## config.mk

```make
export PLATFORM = sky130hd
export DESIGN_NAME = flc_line_ctrl
export DESIGN_NICKNAME = d
export VERILOG_FILES = /design/src/design/flc_sample_mem.v /design/src/design/flc_line_ctrl.v
export VERILOG_INCLUDE_DIRS = /design/src /design/src/common
export SDC_FILE = /design/constraint.sdc
export NUM_CORES = 1
export LEC_CHECK = 0
export BUFFER_PORTS_ARGS = -buffer_cell sky130_fd_sc_hd__buf_4
export CORE_MARGIN = 5
export CORE_UTILIZATION = 25
export CTS_CLUSTER_DIAMETER = 60
export DETAILED_ROUTE_END_ITERATION = 8
export PLACE_DENSITY = 0.39
export SYNTH_ARGS = -nofsm -noshare
export SYNTH_HDL_FRONTEND = slang
export SYNTH_HIERARCHICAL = 1
export SYNTH_SLANG_ARGS = --single-unit
```

## constraint.sdc

```tcl
create_clock -name sys_clk -period 3.95 [get_ports sys_clk]
set_input_delay 0.1975 -clock sys_clk [delete_from_list [all_inputs] [get_ports sys_clk]]
set_output_delay 0.1975 -clock sys_clk [all_outputs]
set_load 0.01 [all_outputs]
```

## src/common/flc_defines.vh

```
// constants for the flexible line configuration block: register addresses,
// line numbering, reset values and access timing.
// assumes word-addressed register space with 16-bit register addresses.
`ifndef FLC_DEFINES_VH
`define FLC_DEFINES_VH

// ----------------------------------------------------------------------------
// register start addresses
// ----------------------------------------------------------------------------
`define FLC_ADDR_ANALOG_VOLTAGE_LINE 16'h0008
`define FLC_ADDR_SINGLE_LINE_DIGITAL 16'h07D4
`define FLC_ADDR_BULK_LINE_LEVELS    16'h0AF0
`define FLC_ADDR_BULK_LINE_DIRECTION 16'h0B22
`define FLC_ADDR_BULK_ANALOG_SELECT  16'h0B40
`define FLC_ADDR_PULLUP_OFF_MASK     16'h0B4A
`define FLC_ADDR_WRITE_BLOCK_MASK    16'h0B54

// ----------------------------------------------------------------------------
// line numbering and register spacing
// ----------------------------------------------------------------------------
`define FLC_NUM_LINES       8
`define FLC_FIRST_LINE      4
`define FLC_ANALOG_STRIDE   2
`define FLC_MASK_WIDTH      32
`define FLC_DIGITAL_WIDTH   16

// ----------------------------------------------------------------------------
// reset values (all lines digital input, pull-ups on, nothing blocked)
// ----------------------------------------------------------------------------
`define FLC_RST_ANALOG_SEL  8'h00
`define FLC_RST_DIRECTION   8'h00
`define FLC_RST_LEVELS      8'h00
`define FLC_RST_PULLUP_OFF  8'h00
`define FLC_RST_BLOCK_MASK  8'h00

// ----------------------------------------------------------------------------
// access timing in sys_clk cycles
// ----------------------------------------------------------------------------
`define FLC_READ_LATENCY    2
`define FLC_WRITE_LATENCY   2

`endif

```

## src/design/flc_sample_mem.v

```verilog
// small sample store for the latest converted voltage of each line.
// assumes one writer (the converter) and one reader; read data are registered.
`timescale 1ns/10ps
`default_nettype none

module flc_sample_mem #(
    parameter WIDTH = 32,
    parameter DEPTH = 8,
    parameter AW    = 3
) (
    input  wire             sys_clk,
    input  wire             rst,
    input  wire             wr_en,
    input  wire [AW-1:0]    wr_addr,
    input  wire [WIDTH-1:0] wr_data,
    input  wire [AW-1:0]    rd_addr,
    output reg  [WIDTH-1:0] rd_data
);

    reg [WIDTH-1:0] mem [0:DEPTH-1];

    // ------------------------------------------------------------------------
    // storage
    // ------------------------------------------------------------------------
    // array has no reset so it can map to a small ram
    always @(posedge sys_clk) begin
        if (wr_en) begin
            mem[wr_addr] <= wr_data;
        end
    end

    // registered read port; a write to the same slot shows up one cycle later
    always @(posedge sys_clk or posedge rst) begin
        if (rst) begin
            rd_data <= {WIDTH{1'b0}};
        end else begin
            rd_data <= mem[rd_addr];
        end
    end

endmodule

`default_nettype wire

```

## src/design/flc_line_ctrl.v

```verilog
// configuration and access logic for eight flexible lines, numbered 4 to 11.
// assumes pad inputs are already synchronous to sys_clk and a converter
// elsewhere delivers voltage samples on the sample write port.
`timescale 1ns/10ps
`default_nettype none
`include "flc_defines.vh"

// Notes on behaviour
// eight lines numbered 4 to 11 each act as analog input, digital input or digital output.
// the single-line digital register reads and writes 0 as low and 1 as high and sets direction.
// reading a single-line digital register makes the line a digital input, then returns its sampled level.
// writing a single-line digital register makes it an output unless the line is analog, where the write is dropped.
// reading a line's analog register switches it to analog and returns a 32-bit float voltage.
// an inhibit mask bit of 1 blocks bulk level, direction and analog-select writes to that line.
// the bulk analog-select mask uses 1 for analog and 0 for digital, filtered by the inhibit mask.
// a line leaving analog mode through the bulk analog-select mask becomes a digital input.
// the bulk direction mask uses 0 for input and 1 for output and is filtered by the inhibit mask.
// bulk level writes set output levels, are filtered by the inhibit mask and leave direction alone.
// a bulk level read returns the sampled pad level of each line, even for outputs.
// in every bulk mask the bit position equals the line number.
// the pull-up off mask disables with 1, acts on digital inputs only and is not filtered by inhibit.
// software clears inhibit, analog and direction bits before writing a line as output.
// software clears inhibit, sets analog select and then reads the analog register.
// software forces an analog line to output by a digital read then a write, minding external sources.
// mask bits for lines that do not exist read as zero and writes to them do nothing.
module flc_line_ctrl #(
    parameter NUM_LINES  = `FLC_NUM_LINES,
    parameter FIRST_LINE = `FLC_FIRST_LINE,
    parameter SAMPLE_W   = 32
) (
    input  wire                 sys_clk,
    input  wire                 rst,
    // register access port
    input  wire [15:0]          reg_addr,
    input  wire                 reg_rd,
    input  wire                 reg_wr,
    input  wire [31:0]          reg_wdata,
    output reg  [31:0]          reg_rdata,
    output reg                  reg_ack,
    output wire                 reg_busy,
    // converter sample write port
    input  wire                 sample_wr,
    input  wire [2:0]           sample_line,
    input  wire [SAMPLE_W-1:0]  sample_data,
    // pads, bit 0 is line FIRST_LINE
    input  wire [NUM_LINES-1:0] pad_in,
    output reg  [NUM_LINES-1:0] pad_out,
    output reg  [NUM_LINES-1:0] pad_oe,
    output reg  [NUM_LINES-1:0] pad_pullup_en,
    output reg  [NUM_LINES-1:0] pad_analog_sel
);

    // ------------------------------------------------------------------------
    // functions
    // ------------------------------------------------------------------------
    // place per-line bits at their line-number positions; other bits stay zero
    function [31:0] to_mask;
        input [NUM_LINES-1:0] lines;
        begin
            to_mask = {{(32-NUM_LINES-FIRST_LINE){1'b0}}, lines, {FIRST_LINE{1'b0}}};
        end
    endfunction

    // pick the per-line bits out of a mask; bits of absent lines are dropped
    function [NUM_LINES-1:0] from_mask;
        input [31:0] mask;
        begin
            from_mask = mask[FIRST_LINE +: NUM_LINES];
        end
    endfunction

    // one-hot select of a line index
    function [NUM_LINES-1:0] one_hot;
        input [2:0] idx;
        begin
            one_hot = {{(NUM_LINES-1){1'b0}}, 1'b1} << idx;
        end
    endfunction

    // bulk write merge: blocked lines keep their old bit, open lines take the new one
    function [NUM_LINES-1:0] merge_masked;
        input [NUM_LINES-1:0] old_bits;
        input [NUM_LINES-1:0] new_bits;
        input [NUM_LINES-1:0] open_bits;
        begin
            merge_masked = (old_bits & ~open_bits) | (new_bits & open_bits);
        end
    endfunction

    // true when an address falls inside a register window that starts at base
    function in_window;
        input [15:0] addr;
        input [15:0] base;
        input [15:0] span;
        begin
            in_window = (addr >= base) && ((addr - base) < span);
        end
    endfunction

    // ------------------------------------------------------------------------
    // access kinds
    // ------------------------------------------------------------------------
    localparam [2:0] K_NONE    = 3'd0;
    localparam [2:0] K_DIGITAL = 3'd1;
    localparam [2:0] K_ANALOG  = 3'd2;
    localparam [2:0] K_LEVELS  = 3'd3;
    localparam [2:0] K_DIR     = 3'd4;
    localparam [2:0] K_ASEL    = 3'd5;
    localparam [2:0] K_PULLUP  = 3'd6;
    localparam [2:0] K_BLOCK   = 3'd7;

    localparam [15:0] ANALOG_SPAN  = NUM_LINES * `FLC_ANALOG_STRIDE;
    localparam [15:0] DIGITAL_SPAN = NUM_LINES;

    // ------------------------------------------------------------------------
    // state
    // ------------------------------------------------------------------------
    reg [NUM_LINES-1:0] analog_q;
    reg [NUM_LINES-1:0] dir_q;
    reg [NUM_LINES-1:0] level_q;
    reg [NUM_LINES-1:0] pullup_off_q;
    reg [NUM_LINES-1:0] block_q;
    reg                 pend_q;
    reg                 pend_rd_q;
    reg [2:0]           pend_kind_q;
    reg [2:0]           pend_idx_q;

    // ------------------------------------------------------------------------
    // address decode
    // ------------------------------------------------------------------------
    wire [15:0] ain_off = reg_addr - `FLC_ADDR_ANALOG_VOLTAGE_LINE;
    wire [15:0] dig_off = reg_addr - `FLC_ADDR_SINGLE_LINE_DIGITAL;
    reg  [2:0]  kind;
    reg  [2:0]  idx;

    // each analog register spans two words; only its start address answers
    always @* begin
        kind = K_NONE;
        idx  = 3'd0;
        if (in_window(reg_addr, `FLC_ADDR_ANALOG_VOLTAGE_LINE, ANALOG_SPAN) && !ain_off[0]) begin
            kind = K_ANALOG;
            idx  = ain_off[3:1];
        end else if (in_window(reg_addr, `FLC_ADDR_SINGLE_LINE_DIGITAL, DIGITAL_SPAN)) begin
            kind = K_DIGITAL;
            idx  = dig_off[2:0];
        end else begin
            case (reg_addr)
                `FLC_ADDR_BULK_LINE_LEVELS:    kind = K_LEVELS;
                `FLC_ADDR_BULK_LINE_DIRECTION: kind = K_DIR;
                `FLC_ADDR_BULK_ANALOG_SELECT:  kind = K_ASEL;
                `FLC_ADDR_PULLUP_OFF_MASK:     kind = K_PULLUP;
                `FLC_ADDR_WRITE_BLOCK_MASK:    kind = K_BLOCK;
                default:                       kind = K_NONE;
            endcase
        end
    end

    // one access at a time; a request while busy is ignored
    // busy spans the pending and answer cycles, so accesses are three cycles apart
    assign reg_busy = pend_q | reg_ack;
    wire   take_rd  = reg_rd & ~reg_busy;
    wire   take_wr  = reg_wr & ~reg_rd & ~reg_busy;

    // ------------------------------------------------------------------------
    // line configuration updates
    // ------------------------------------------------------------------------
    wire [NUM_LINES-1:0] sel     = one_hot(idx);
    wire [NUM_LINES-1:0] wmask   = from_mask(reg_wdata);
    wire [NUM_LINES-1:0] allowed = ~block_q;
    reg  [NUM_LINES-1:0] analog_d;
    reg  [NUM_LINES-1:0] dir_d;
    reg  [NUM_LINES-1:0] level_d;
    reg  [NUM_LINES-1:0] pullup_off_d;
    reg  [NUM_LINES-1:0] block_d;
    reg  [NUM_LINES-1:0] leaving;

    // side effects of reads and writes land at the edge that takes the request
    always @* begin
        analog_d     = analog_q;
        dir_d        = dir_q;
        level_d      = level_q;
        pullup_off_d = pullup_off_q;
        block_d      = block_q;
        leaving      = {NUM_LINES{1'b0}};
        if (take_rd) begin
            case (kind)
                K_DIGITAL: begin
                    analog_d = analog_q & ~sel;
                    dir_d    = dir_q & ~sel;
                end
                K_ANALOG: begin
                    analog_d = analog_q | sel;
                end
                default: begin
                    analog_d = analog_q;
                end
            endcase
        end else if (take_wr) begin
            case (kind)
                K_DIGITAL: begin
                    // an analog line keeps its mode and the write is dropped
                    if ((analog_q & sel) == {NUM_LINES{1'b0}}) begin
                        dir_d   = dir_q | sel;
                        level_d = reg_wdata[0] ? (level_q | sel) : (level_q & ~sel);
                    end
                end
                K_LEVELS: begin
                    level_d = merge_masked(level_q, wmask, allowed);
                end
                K_DIR: begin
                    dir_d = merge_masked(dir_q, wmask, allowed);
                end
                K_ASEL: begin
                    analog_d = merge_masked(analog_q, wmask, allowed);
                    // a line leaving analog falls back to input even if its direction bit was set
                    leaving  = analog_q & ~wmask & allowed;
                    dir_d    = dir_q & ~leaving;
                end
                K_PULLUP: begin
                    pullup_off_d = wmask;
                end
                K_BLOCK: begin
                    block_d = wmask;
                end
                default: begin
                    block_d = block_q;
                end
            endcase
        end
    end

    // configuration registers; reset leaves every line a digital input
    always @(posedge sys_clk or posedge rst) begin
        if (rst) begin
            analog_q     <= `FLC_RST_ANALOG_SEL;
            dir_q        <= `FLC_RST_DIRECTION;
            level_q      <= `FLC_RST_LEVELS;
            pullup_off_q <= `FLC_RST_PULLUP_OFF;
            block_q      <= `FLC_RST_BLOCK_MASK;
        end else begin
            analog_q     <= analog_d;
            dir_q        <= dir_d;
            level_q      <= level_d;
            pullup_off_q <= pullup_off_d;
            block_q      <= block_d;
        end
    end

    // ------------------------------------------------------------------------
    // pad drive
    // ------------------------------------------------------------------------
    // next pad values follow the configuration as it stands after this edge
    wire [NUM_LINES-1:0] pad_oe_d     = dir_d & ~analog_d;
    wire [NUM_LINES-1:0] pad_pullup_d = ~pullup_off_d & ~dir_d & ~analog_d;

    // analog mode wins over a stale output direction so no driver fights the source
    always @(posedge sys_clk or posedge rst) begin
        if (rst) begin
            pad_out        <= {NUM_LINES{1'b0}};
            pad_oe         <= {NUM_LINES{1'b0}};
            pad_pullup_en  <= {NUM_LINES{1'b0}};
            pad_analog_sel <= {NUM_LINES{1'b0}};
        end else begin
            pad_out        <= level_d;
            pad_oe         <= pad_oe_d;
            pad_pullup_en  <= pad_pullup_d;
            pad_analog_sel <= analog_d;
        end
    end

    // ------------------------------------------------------------------------
    // sample store
    // ------------------------------------------------------------------------
    // read address is the decoded index, so the sample stands one edge after the take
    wire [SAMPLE_W-1:0] sample_rd;

    flc_sample_mem #(
        .WIDTH (SAMPLE_W),
        .DEPTH (NUM_LINES),
        .AW    (3)
    ) u_sample_mem (
        .sys_clk (sys_clk),
        .rst     (rst),
        .wr_en   (sample_wr),
        .wr_addr (sample_line),
        .wr_data (sample_data),
        .rd_addr (idx),
        .rd_data (sample_rd)
    );

    // ------------------------------------------------------------------------
    // answer pipeline
    // ------------------------------------------------------------------------
    // two stages so the analog read can use the registered sample output
    always @(posedge sys_clk or posedge rst) begin
        if (rst) begin
            pend_q      <= 1'b0;
            pend_rd_q   <= 1'b0;
            pend_kind_q <= K_NONE;
            pend_idx_q  <= 3'd0;
        end else begin
            pend_q      <= take_rd | take_wr;
            pend_rd_q   <= take_rd;
            pend_kind_q <= kind;
            pend_idx_q  <= idx;
        end
    end

    reg [31:0] rdata_d;

    // read mux for the access taken one edge ago, so a digital read sees the
    // pad after it became an input; unmapped reads and all writes give zero
    always @* begin
        rdata_d = 32'h0000_0000;
        if (pend_q && pend_rd_q) begin
            case (pend_kind_q)
                K_DIGITAL: rdata_d = {31'h0000_0000, pad_in[pend_idx_q]};
                K_ANALOG:  rdata_d = sample_rd;
                K_LEVELS:  rdata_d = to_mask(pad_in);
                K_DIR:     rdata_d = to_mask(dir_q);
                K_ASEL:    rdata_d = to_mask(analog_q);
                K_PULLUP:  rdata_d = to_mask(pullup_off_q);
                K_BLOCK:   rdata_d = to_mask(block_q);
                default:   rdata_d = 32'h0000_0000;
            endcase
        end
    end

    // answer registers; read data stand only in the acknowledge cycle
    always @(posedge sys_clk or posedge rst) begin
        if (rst) begin
            reg_rdata <= 32'h0000_0000;
            reg_ack   <= 1'b0;
        end else begin
            reg_ack   <= pend_q;
            reg_rdata <= rdata_d;
        end
    end

endmodule

`default_nettype wire

```

==> Yosys cells after proc, flatten, opt, wreduce, memory -nomap -nowiden <==
Memory sizes are Yosys's and may differ from the RTL's. A register that Yosys moved wholly into a read port is not among the register bits.
Cells that the tools add are included.
{ "totals": {"elab_cells": 113, "latchBits": 0, "romBits": 0, "ramBits": 256, "register_bits": 97, "out_inout_bits": 66, "inputBits": 96, "mem_count": 1} }
{ "classes": {"mul": 0, "bitwise_logic": 36, "n_eq_ne": 20, "muxes": 26, "add_sub_neg": 2, "n_shift": 1, "order_cmp": 5, "n_reduce_logical": 9, "div": 0} }
{ "memory_table": {"columns": ["memory", "depth", "word_bits", "rd", "rd_ports_with_merged_regs", "wr", "line_no", "rtl"], "rows": [
  ["u_sample_mem.mem", 8, 32, 1, 1, 1, "flc_sample_mem.v:20", "reg [WIDTH-1:0] mem [0:DEPTH-1];"]
]} }
{ "op_table": {"columns": ["op", "count"], "rows": [
  ["32-bit case mux with 7 select lines", 1],
  ["8-bit bitwise AND", 14],
  ["8-bit two-way mux", 12],
  ["16-bit by 12-bit equality test with 1-bit output (second input constant)", 5],
  ["8-bit inverter", 8],
  ["8-bit bitwise OR", 6],
  ["32-bit two-way mux", 1],
  ["8-bit case mux with 2 select lines", 2],
  ["3-bit equality test (second input constant)", 8],
  ["8-bit case mux with 3 select lines", 1],
  ["16-bit by 11-bit >= comparator with 1-bit output (second input constant)", 1],
  ["16-bit by 4-bit >= comparator with 1-bit output (second input constant)", 1],
  ["16-bit by 4-bit < comparator with 1-bit output (second input constant)", 1],
  ["16-bit by 5-bit < comparator with 1-bit output (second input constant)", 1],
  ["16-bit by 11-bit subtractor with 16-bit output (second input constant)", 1],
  ["16-bit by 4-bit subtractor with 16-bit output (second input constant)", 1],
  ["3-bit case mux with 5 select lines", 1],
  ["3-bit by 2-bit equality test with 1-bit output (second input constant)", 4],
  ["3-bit two-way mux", 4],
  ["8-bit logical NOT", 1],
  ["1-bit by 3-bit left shift with 8-bit output (first input constant)", 1],
  ["3-bit by 1-bit equality test with 1-bit output (second input constant)", 2],
  ["1-bit logical AND", 4],
  ["3-bit by 4-bit < comparator with 1-bit output (second input constant)", 1],
  ["10 further kinds", 17]
]} }

==> Longest topological paths before layout <==
Gate-level depths: netlist of the first run.
{ "depth": {"ltp_word": 15, "ltp_mapped": 16} }

==> Cells and area by module <==
Netlist of the first run, hierarchy kept.
{ "modules_own_cells": {"columns": ["module", "cells_each", "instances", "seq_area_each_um2", "area_per_inst_um2"], "rows": [
  ["flc_sample_mem", 416, 1, 8488.1, 10630.2],
  ["flc_line_ctrl", 609, 1, 2427.3, 5636.7]
]} }

==> Worst setup path before layout of the first run <==
No wires, ideal clock.
{ "synth_timing": {"path_type": "input-to-reg", "start": "input reg_addr[2]", "end": "register u_sample_mem.rd_data[21] (read register of u_sample_mem.mem)", "cell_stages": 14, "n_path_buf": 5, "setup_slack_ps": 474, "t_required_ps": 3825, "t_arrival_ps": 3352, "path_cell_list": "buf_2 > inv_1 > clkbuf_1 > ha_1 > nand2b_1 > a221o_1 > a211oi_1 > and4_4 > buf_2 > nand2_1 > o21ai_1 > buf_1 > clkbuf_1 > mux2_2"} }
{ "synth_between": {"elab_chain_len": 5} }
{ "synth_rtl": {"columns": ["element", "line_no", "rtl"], "rows": [
  ["start, declared", "flc_line_ctrl.v:34", "input wire [15:0] reg_addr,"],
  ["16-bit by 11-bit subtractor with 16-bit output or 16-bit by 4-bit subtractor with 16-bit output (tied branches)", "flc_line_ctrl.v:96", "in_window = (addr >= base) && ((addr - base) < span);"],
  ["16-bit by 4-bit < comparator with 1-bit output or 16-bit by 5-bit < comparator with 1-bit output (tied branches)", "flc_line_ctrl.v:96", null],
  ["1-bit logical AND", "flc_line_ctrl.v:96", null],
  ["3-bit two-way mux or 1-bit logical AND (tied branches)", "flc_line_ctrl.v:143, flc_line_ctrl.v:140", null],
  ["3-bit two-way mux *", "flc_line_ctrl.v:140", "if (in_window(reg_addr, `FLC_ADDR_ANALOG_VOLTAGE_LINE, ANALOG_SPAN) && !ain_off[0]) begin"],
  ["named net idx[1]", "flc_line_ctrl.v:134", "reg [2:0] idx;"],
  ["end, declared", "flc_sample_mem.v:17", "output reg [WIDTH-1:0] rd_data"]
]} }
The timed path passes the listed nets; every way through them passes the cells marked *.
A chain may end at the register's enable or synchronous reset.

==> impl_metrics.tcl, run 1 <==
set metrics [dict create \
    outcome "finished clean" \
    final_hold_viol_count 0 \
    row_count 93 \
    min_to "pend_kind_q[0]$_DFF_PP0_" \
    slew_violations 0 \
    p_leak_nw 7.63 \
    area.growth.synth_to_final_pct 27.0 \
    ios 162 \
    synth_flop_cell "edfxtp_1" \
    numCtsBuffers 46 \
    fin_util_pct 32.1 \
    core-area_um2 64500 \
    cts.hold.buffers_added 44 \
    via_count 9882 \
    syn-instance-count 1025 \
    antenna_found_initial 3 \
    fin_crit_sh_pct 80.0 \
    yosysSeqAreaShare_pct 67.1 \
    slew_headroom_pct 27.8 \
    syn_nets 1128 \
    path_clk_slew_ps 50 \
    fmax_mhz 316 \
    worstPathRequired_ps 4410 \
    setup_viol_count_final 0 \
    cts.sinks 385 \
    synth_common_cells "256 x edfxtp_1, 129 x dfrtp_1, 65 x nor2_1" \
    overflow 0 \
    crit_arrival_ps 3620 \
    final_nets 1354 \
    rsz0062_at_grt "false" \
    yosysTopAreaCell "edfxtp_1" \
    globalplace.congestion 0.852 \
    use_met2_pct 22.5 \
    fin_setup_tns_ps 0 \
    drt_iter0_markers 446 \
    synth.most_common_cell "edfxtp_1" \
    worstSetupStartpointType "input pin" \
    synth_cell_types 81 \
    synth_top_area_share_pct 47.3 \
    reg2reg_depth 10 \
    fp.dieArea_um2 70300 \
    synth_edf_count 256 \
    hp-start "reg_addr[4]" \
    rrSetupSlack_ps 1410 \
    wirelength_um 47100 \
    grt_pass1_vias 10642 \
    worstReg2RegEnd "pad_pullup_en[7]$_DFF_PP0_" \
    hold_path_class "in -> reg" \
    synth_seq_cells 385 \
    wl_per_cell_um 21.9 \
    top_usage_layer "met2" \
    finalCriticalPeriod_ps 3160 \
    die_w_um 265 \
    holdPathStages 3 \
    netlist_area_um2 16300 \
    initial_core_util_pct 25.2 \
    dp.cells 2014 \
    drtPass1Iterations 7 \
    drc_errors 0 \
    grt_pass1_wl_um 69600 \
    post-dp-hpwl_um 30000 \
    critical_path_class "in -> reg" \
    tightestPinTransition_ps 1080 \
    reg2reg_from "pend_q$_DFF_PP0_" \
    end_kind "flop" \
    avgSynthCellArea_um2 15.9 \
    cts_root_buffer "clkbuf_16" \
    gr-usage-met1_pct 17.1 \
    fin_skew_ps 22.6 \
    synth_area_leaders "edfxtp_1 47%, dfrtp_1 20%, mux4_1 6.5%" \
    h-tree-depth 2 \
    yosys_warnings 6 \
    insertion_delay_ps 590 \
    peakVddDrop_uv 350 \
    maxCapViolations 0 \
    ant_nets 0 \
    cts_setup_buffers 0 \
    grt_max_degree 66 \
    grt_use_met3_pct 2.54 \
    stdcell_count 2148 \
    die_y_um 265 \
    clockBufferDepth 3 \
    cts_tree "yes" \
    port_buffers 138 \
    drive_gt1_share_pct 29.1 \
    routed_via_density 4.60 \
    p_per_area_nw_per_um2 468 \
    cts_resized 0 \
    critical_path_peak_fanout 16 \
    synthArstFlopShare_pct 33.5 \
    groute.usage.overall_pct 13.1 \
]
-- critical path, stage by stage --
cell	delay (ps)
buf_4	110
buf_4	200
ha_1	230
a211oi_1	510
o32ai_1	200
o22ai_1	290
nand4_2	260
buf_4	260
o22ai_1	170
o211ai_1	120
a21o_1	340
a31oi_4	370
o21ai_1	120
a22o_1	240
-- kinds of logic (layout without fill, tap and decap cells) --
kind of cell               count (synthesis)  in the layout  share of synthesized area, %
muxes                                    132            132                          14.6
other                                      0              4                             0
DFF                                      385            385                          67.1
and+or+nand+nor                          232            232                          7.35
xor gates and xnor gates                   2              2                         0.108
AOI/OAI and AO/OA                        183            183                          7.87
adders and majority gates                  7              7                         0.538
buffers and inverters                     84            348                          2.39
-- area by class of cell --
class / instances / area, um^2
timing repair buffer: 233 / 1950
inverter: 29 / 113
clock buffer: 67 / 1370
fill: 6414 / 43800
antenna: 4 / 10.0
sequential: 385 / 10900
multi-input combinational: 556 / 5040
clock inverter: 19 / 193
tap: 855 / 1070
-- power breakdown --
part	switching [mW]	total [mW]	internal, mW
sequential	0.136	4.63	4.49
combinational	0.465	0.813	0.348
clock	1.72	4.22	2.50
-- registers in the layout, summed over array words and instances, names as in the netlist, named ones only --
register              flops
pend_rd_q                 1
pad_oe                    8
pad_pullup_en             8
pend_q                    1
block_q                   8
u_sample_mem/rd_data     32
pad_analog_sel            8
reg_ack                   1
pullup_off_q              8
pend_idx_q                3
dir_q                     8
pend_kind_q               3
u_sample_mem/mem        256
reg_rdata                32
-- through the flow --
stage               total power [mW]  area (um^2)  worst slack (ps)  hold WS [ps]
CTS                             9.84        20700               885          46.3
floorplan                       5.01        16300               474           296
detailed placement              5.49        18600               257           413
global placement                5.49        18600               309           410
finish                          9.66        20700               789          89.6
global route                    10.1        20700               526           110
-- metal layers --
metal | up-vias | wire length, um
li1 | 4503 | -
met1 | 5045 | 20500
met3 | 75 | 2400
met5 | - | 10
met4 | 2 | 995
met2 | 257 | 23100
-- cells in the final DEF, fill, tap and decap left out, types with 9 or more instances in the layout --
master         count
dlygate4sd3_1     44
inv_1             24
o21ai_1           10
edfxtp_1         256
clkinv_2          10
a21oi_1           36
nor2_1            58
mux2i_1           10
clkbuf_8          12
nand2b_1           9
nand2_1           58
mux4_2            26
a221oi_1          10
a211oi_1          10
a22oi_1           10
and2_1            23
nor3_1             9
mux2_2            50
mux4_1            40
dfrtp_1          129
nand3_1           13
o21ai_0           28
a31oi_1           11
buf_4            182
clkbuf_16         47
-- worst max-delay path by stage --
stage | slack (ps) | startpoint | end | depth (start not counted)
after floorplan | 470 | reg_addr[2] | u_sample_mem/rd_data[21]$_DFF_PP0_ | 14
after global placement | 310 | reg_addr[3] | flop | 14
after detailed placement | 260 | reg_addr[3] | flop | 14
after CTS | 890 | reg_addr[3] | flop | 14
after global routing | 530 | reg_addr[3] | pad_pullup_en[3]$_DFF_PP0_ | 16
final | 790 | reg_addr[3] | flop | 14
Note: power is estimated with default switching activity, not from simulation.
==> inputs of run 2 (changes only) <==
PLACE_DENSITY = 0.41   (was 0.39)
clock period = 2.8 ns   (was 3.95 ns; I/O delays follow)
==> run 2 against run 1 <==
  * Global-route usage rose by 0.39 points
  * Cell area increased by 5.4%
  * Die area did not move
  * First-iteration DRC count grew 61%
  * Clock power is 54% higher
  * Setup slack lost 640 ps
  * Register-to-register slack worse by 870 ps
  * Via count up 4.4%
  * Sequential share of layout area shrank 2.7 points
  * Clock skew is 9.1 ps higher
  * Sequential cell count unchanged
  * Sequential power up 41%
  * Largest cell class unchanged
  * Largest power group unchanged
  * Highest routed layer is now met4
==> impl_metrics.tcl, run 2 (synthesis gave the netlist of run 1 again) <==
set metrics [dict create \
    final_nets 1466 \
    groute.usage.overall_pct 13.5 \
    largestRegisters "u_sample_mem/mem x256, reg_rdata x32, u_sample_mem/rd_data x32" \
    drive_gt1_share_pct 35.1 \
    fin_crit_sh_pct 94.7 \
    numCtsBuffers 48 \
    fin_setup_tns_ps 0 \
    whs_ps 61.1 \
    antenna_found_initial 3 \
    rsz0062_at_grt "false" \
    wl_per_cell_um 21.4 \
    top_register "u_sample_mem/mem" \
    tightestPinTransition_ps 648 \
    final_cell_mix "286 x buf_4, 256 x edfxtp_1, 129 x dfrtp_1, 58 x nand2_1, 58 x nor2_1" \
    cts_root_buffer "clkbuf_16" \
    layout_commonest_cell "buf_4" \
    post-dp-hpwl_um 31300 \
    grt_max_degree 47 \
    maxCapViolations 0 \
    slew_headroom_pct 56.8 \
    insertion_delay_ps 580 \
    overflow 0 \
    globalplace.congestion 0.876 \
    finalCriticalPeriod_ps 2650 \
    fp.dieArea_um2 70300 \
    setup_viol_count_final 0 \
    grt_pass1_vias 11123 \
    clockBufferDepth 3 \
    ant_nets 0 \
    path_clk_slew_ps 50 \
    outcome "finished clean" \
    ios 162 \
    p_per_area_nw_per_um2 657 \
    final_hold_viol_count 0 \
    end_kind "flop" \
    fmax_mhz 377 \
    port_buffers 138 \
    grt_pass1_wl_um 72400 \
    fin_skew_ps 31.7 \
    die_y_um 265 \
    worstPathRequired_ps 3260 \
    peakVddDrop_uv 473 \
    area.growth.synth_to_final_pct 33.9 \
    drc_errors 0 \
    h-tree-depth 2 \
    drtPass1Iterations 5 \
    p_leak_nw 8.27 \
    critical_path_peak_fanout 12 \
    stdcell_count 2259 \
    cts.sinks 385 \
    crit_arrival_ps 3110 \
    cts_tree "yes" \
    initial_core_util_pct 25.2 \
    core-area_um2 64500 \
    drt_iter0_markers 716 \
    placed_area_um2 19600 \
    row_count 93 \
    die_w_um 265 \
    routed_via_density 4.57 \
    slew_violations 0 \
    worstSetupStartpointType "input pin" \
    wirelength_um 48300 \
    via_count 10321 \
    design_area_um2 21800 \
    power_mw 14.3 \
    largest_reg_flops 256 \
    dp.cells 2123 \
    critical_path_class "in -> reg" \
    hold_path_class "in -> reg" \
]
run 2: critical path, stage by stage:
cell and delay, ps:
buf_4 100, inv_2 60, ha_1 220, a211oi_2 360, o32ai_1 170, o22ai_2 200
and4_4 320, buf_6 190, nand2_1 100, buf_4 150, a22oi_1 240, and3_1 200
o22ai_1 60, a21oi_1 200, inv_1 110, nor3_2 250
run 2: report_power, final:
| group | internal [mW] | switching (mW) |
|---|---|---|
| Sequential | 6.33 | 0.174 |
| Combinational | 0.605 | 0.712 |
| Clock | 4.06 | 2.43 |
| Total | 11.0 | 3.32 |
run 2: cell type report:
type	count	area (um^2)
Timing Repair Buffer	343	2840
Clock inverter	26	392
Fill cell	6384	42700
Tap cell	855	1070
Clock buffer	62	1300
Multi-Input combinational cell	556	5130
Inverter	29	118
Sequential cell	385	10900
Antenna cell	3	7.51
run 2: layer usage:
| metal | vias to the layer above | global-route usage (%) | share of wire (%) |
|---|---|---|---|
| li1 | 4727 | - | - |
| met1 | 5237 | 18.4 | 45 |
| met2 | 285 | 22.4 | 48 |
| met3 | 72 | 2.95 | 5.2 |
| met4 | 0 | 3.05 | 1.9 |
| met5 | - | 0 | 0 |
run 2: metrics by stage:
stage / util, % / setup slack, ps
6_report: 33.8 / 148
5_1_grt: 33.8 / 16.4
4_1_cts: 33.7 / 64.2
3_5_place_dp: 30.4 / -636
3_3_place_gp: 30.4 / -602
2_1_floorplan: - / -115
run 2: worst paths after layout:
| kind | from | endpoint | slack (ps) | depth (start not counted) |
|---|---|---|---|---|
| setup / recovery | reg_addr[3] | pad_pullup_en[3]$_DFF_PP0_ | 150 | 16 |
| hold / removal | pad_in[1] | reg_rdata[5]$_DFF_PP0_ | 60 | 5 |
| setup reg to reg | pend_q$_DFF_PP0_ | pad_pullup_en[0]$_DFF_PP0_ | 540 | 9 |
| hold reg to reg | u_sample_mem/rd_data[20]$_DFF_PP0_ | reg_rdata[20]$_DFF_PP0_ | 440 | 1 |
| max in group asynchronous | rst | reg_rdata[6]$_DFF_PP0_ | 1850 | 4 |
| min in group asynchronous | rst | reg_rdata[12]$_DFF_PP0_ | 180 | 3 |
run 2: repair_timing:
action | CTS | global route
setup buffers | 0 | 1
hold buffers | 44 | 0
endpoints found under the hold margin | 344 | 0
pin swaps | 0 | 3
endpoints found under the setup margin | 1 | 3
resized for setup | 1 | 3
==> inputs of run 3 (changes only) <==
REMOVE_ABC_BUFFERS = 1   (was default)
clock period = 2.15 ns   (was 2.8 ns; I/O delays follow)
==> run 3 against run 2 <==
  * The flow now finishes with violations (setup timing)
  * Non-clock buffer count is 64 higher
  * Cell area increased by 6.6%
  * Critical path type unchanged
  * Worst hold slack improved by 9.9 ps
  * Via count up 2.7%
  * Clock skew rose by 16 ps
  * First-iteration DRC count grew 2.1%
  * Utilization is 2.2 points higher
  * Global-route usage is 0.67 points higher
  * Register-to-register slack got worse by 580 ps
==> impl_metrics.tcl, run 3 (synthesis gave the netlist of run 1 again) <==
set metrics [dict create \
    port_buffers 138 \
    final_cell_mix "289 x buf_4, 256 x edfxtp_1, 129 x dfrtp_1, 53 x mux4_2, 52 x nor2_1" \
    slew_headroom_pct 56.6 \
    post-dp-hpwl_um 33000 \
    end_kind "flop" \
    p_leak_nw 8.76 \
    drtPass1Iterations 5 \
    area.sequential_um2 10900 \
    whs_ps 70.9 \
    cts.sinks 385 \
    fmax_mhz 404 \
    switchingPower_mw 4.70 \
    dp.cells 2141 \
    tightestPinTransition_ps 651 \
    slew_violations 0 \
    largest_reg_flops 256 \
    cts_root_buffer "clkbuf_16" \
    pre_cts_ws_ps -1250 \
    drive_gt1_share_pct 45.5 \
    p_per_area_nw_per_um2 806 \
    insertion_delay_ps 600 \
    stdcell_count 2326 \
    fin_ws_ps -327 \
    clockBufferDepth 3 \
    finalCriticalPeriod_ps 2480 \
    ios 162 \
    seq_power_share_pct 44.9 \
    worstSetupStartpointType "input pin" \
    setup_viol_count_final 78 \
    grt_pass1_wl_um 76000 \
    fin_skew_ps 47.4 \
    grt_max_degree 36 \
    crit_arrival_ps 2930 \
    overflow 0 \
    multi_input_area_um2 5710 \
    critical_path_peak_fanout 15 \
    numCtsBuffers 49 \
    final_hold_viol_count 0 \
    largestRegisters "u_sample_mem/mem x256, reg_rdata x32, u_sample_mem/rd_data x32" \
    die_y_um 265 \
    row_count 93 \
    groute.usage.overall_pct 14.2 \
    core-area_um2 64500 \
    p_comb_share_pct 12.3 \
    antenna_found_initial 1 \
    outcome "finished, violations left" \
    initial_core_util_pct 25.2 \
    rsz0062_at_grt "true" \
    grt_pass1_vias 11406 \
    routed_via_density 4.56 \
    area.growth.synth_to_final_pct 42.7 \
    ant_nets 0 \
    peakVddDrop_uv 539 \
    cts_tree "yes" \
    critical_path_class "in -> reg" \
    fin_crit_sh_pct 115 \
    via_count 10599 \
    maxCapViolations 0 \
    wirelength_um 51100 \
    drc_errors 0 \
    path_clk_slew_ps 60 \
    internal_power_mw 14.0 \
    top_register "u_sample_mem/mem" \
    die_w_um 265 \
    switching_share_pct 25.1 \
    drt_iter0_markers 731 \
    clkPwrFrac_pct 42.9 \
    fin_util_pct 36.0 \
    fillers 6254 \
    violations "setup timing" \
    layout_commonest_cell "buf_4" \
    worstPathRequired_ps 2600 \
    globalplace.congestion 0.880 \
    final_nets 1531 \
    hold_path_class "in -> reg" \
    h-tree-depth 2 \
    fp.dieArea_um2 70300 \
    wl_per_cell_um 22.0 \
]
## run 3: final timing paths
| kind | start | to | slack (ps) | cells past startpoint |
|---|---|---|---|---|
| max | reg_addr[3] | u_sample_mem/rd_data[8]$_DFF_PP0_ | -330 | 14 |
| max in group asynchronous | rst | pend_kind_q[1]$_DFF_PP0_ | 1380 | 4 |
| min reg2reg | u_sample_mem/rd_data[20]$_DFF_PP0_ | reg_rdata[20]$_DFF_PP0_ | 460 | 1 |
| min | sample_line[0] | u_sample_mem/mem[4][17]$_DFFE_PP_ | 70 | 3 |
| max reg2reg | pend_q$_DFF_PP0_ | pad_pullup_en[5]$_DFF_PP0_ | -40 | 10 |
| min in group asynchronous | rst | reg_rdata[19]$_DFF_PP0_ | 130 | 3 |
## run 3: critical path, cell delays in order
cell      delay (ps)
buf_8             90
inv_8             40
ha_4             150
nand2b_4         180
a221o_1          330
a211oi_2         280
and4_4           300
a22oi_2           80
clkinv_2         110
buf_12           110
buf_12           130
buf_16           170
mux4_1           560
mux2_2           270
## run 3: repair_timing
item	in CTS	in global routing
gates resized for setup	161	92
gates cloned	4	1
endpoints found under the setup margin	85	82
setup buffers	27	17
hold buffers	45	0
hold endpoints to repair	349	0
pin swaps	37	42
## run 3: power by group through the flow
stage	combinational [mW]	sequential [mW]	clock, mW
global placement	1.93	8.55	0
global route	2.47	8.42	8.60
finish	2.30	8.40	8.02
detailed placement	1.93	8.55	0
floorplan	0.593	8.58	0
CTS	2.19	8.41	8.30
## run 3: area by class of cell
type	count	area share (%)
Inverter	29	0.528
Tap cell	855	4.61
Multi-Input combinational cell	556	24.6
Clock inverter	31	1.30
Clock buffer	61	5.70
Antenna cell	2	0.0216
Sequential cell	385	47.0
Timing Repair Buffer	407	16.2
## run 3: metal layers
| layer | routed length [um] | GRT usage, % |
|---|---|---|
| met1 | 22700 | 19.4 |
| met2 | 25100 | 23.7 |
| met3 | 2480 | 2.79 |
| met4 | 899 | 3.13 |
| met5 | 0 | 0 |
## run 3: stage by stage
stage | setup TNS (ps) | instance area [um^2] | power (mW)
detailed placement | -88290 | 19700 | 10.5
CTS | -10380 | 22700 | 18.9
floorplan | -240690 | 16000 | 9.18
global route | -18490 | 23200 | 19.5
finish | -15200 | 23200 | 18.7
global placement | -89950 | 19700 | 10.5
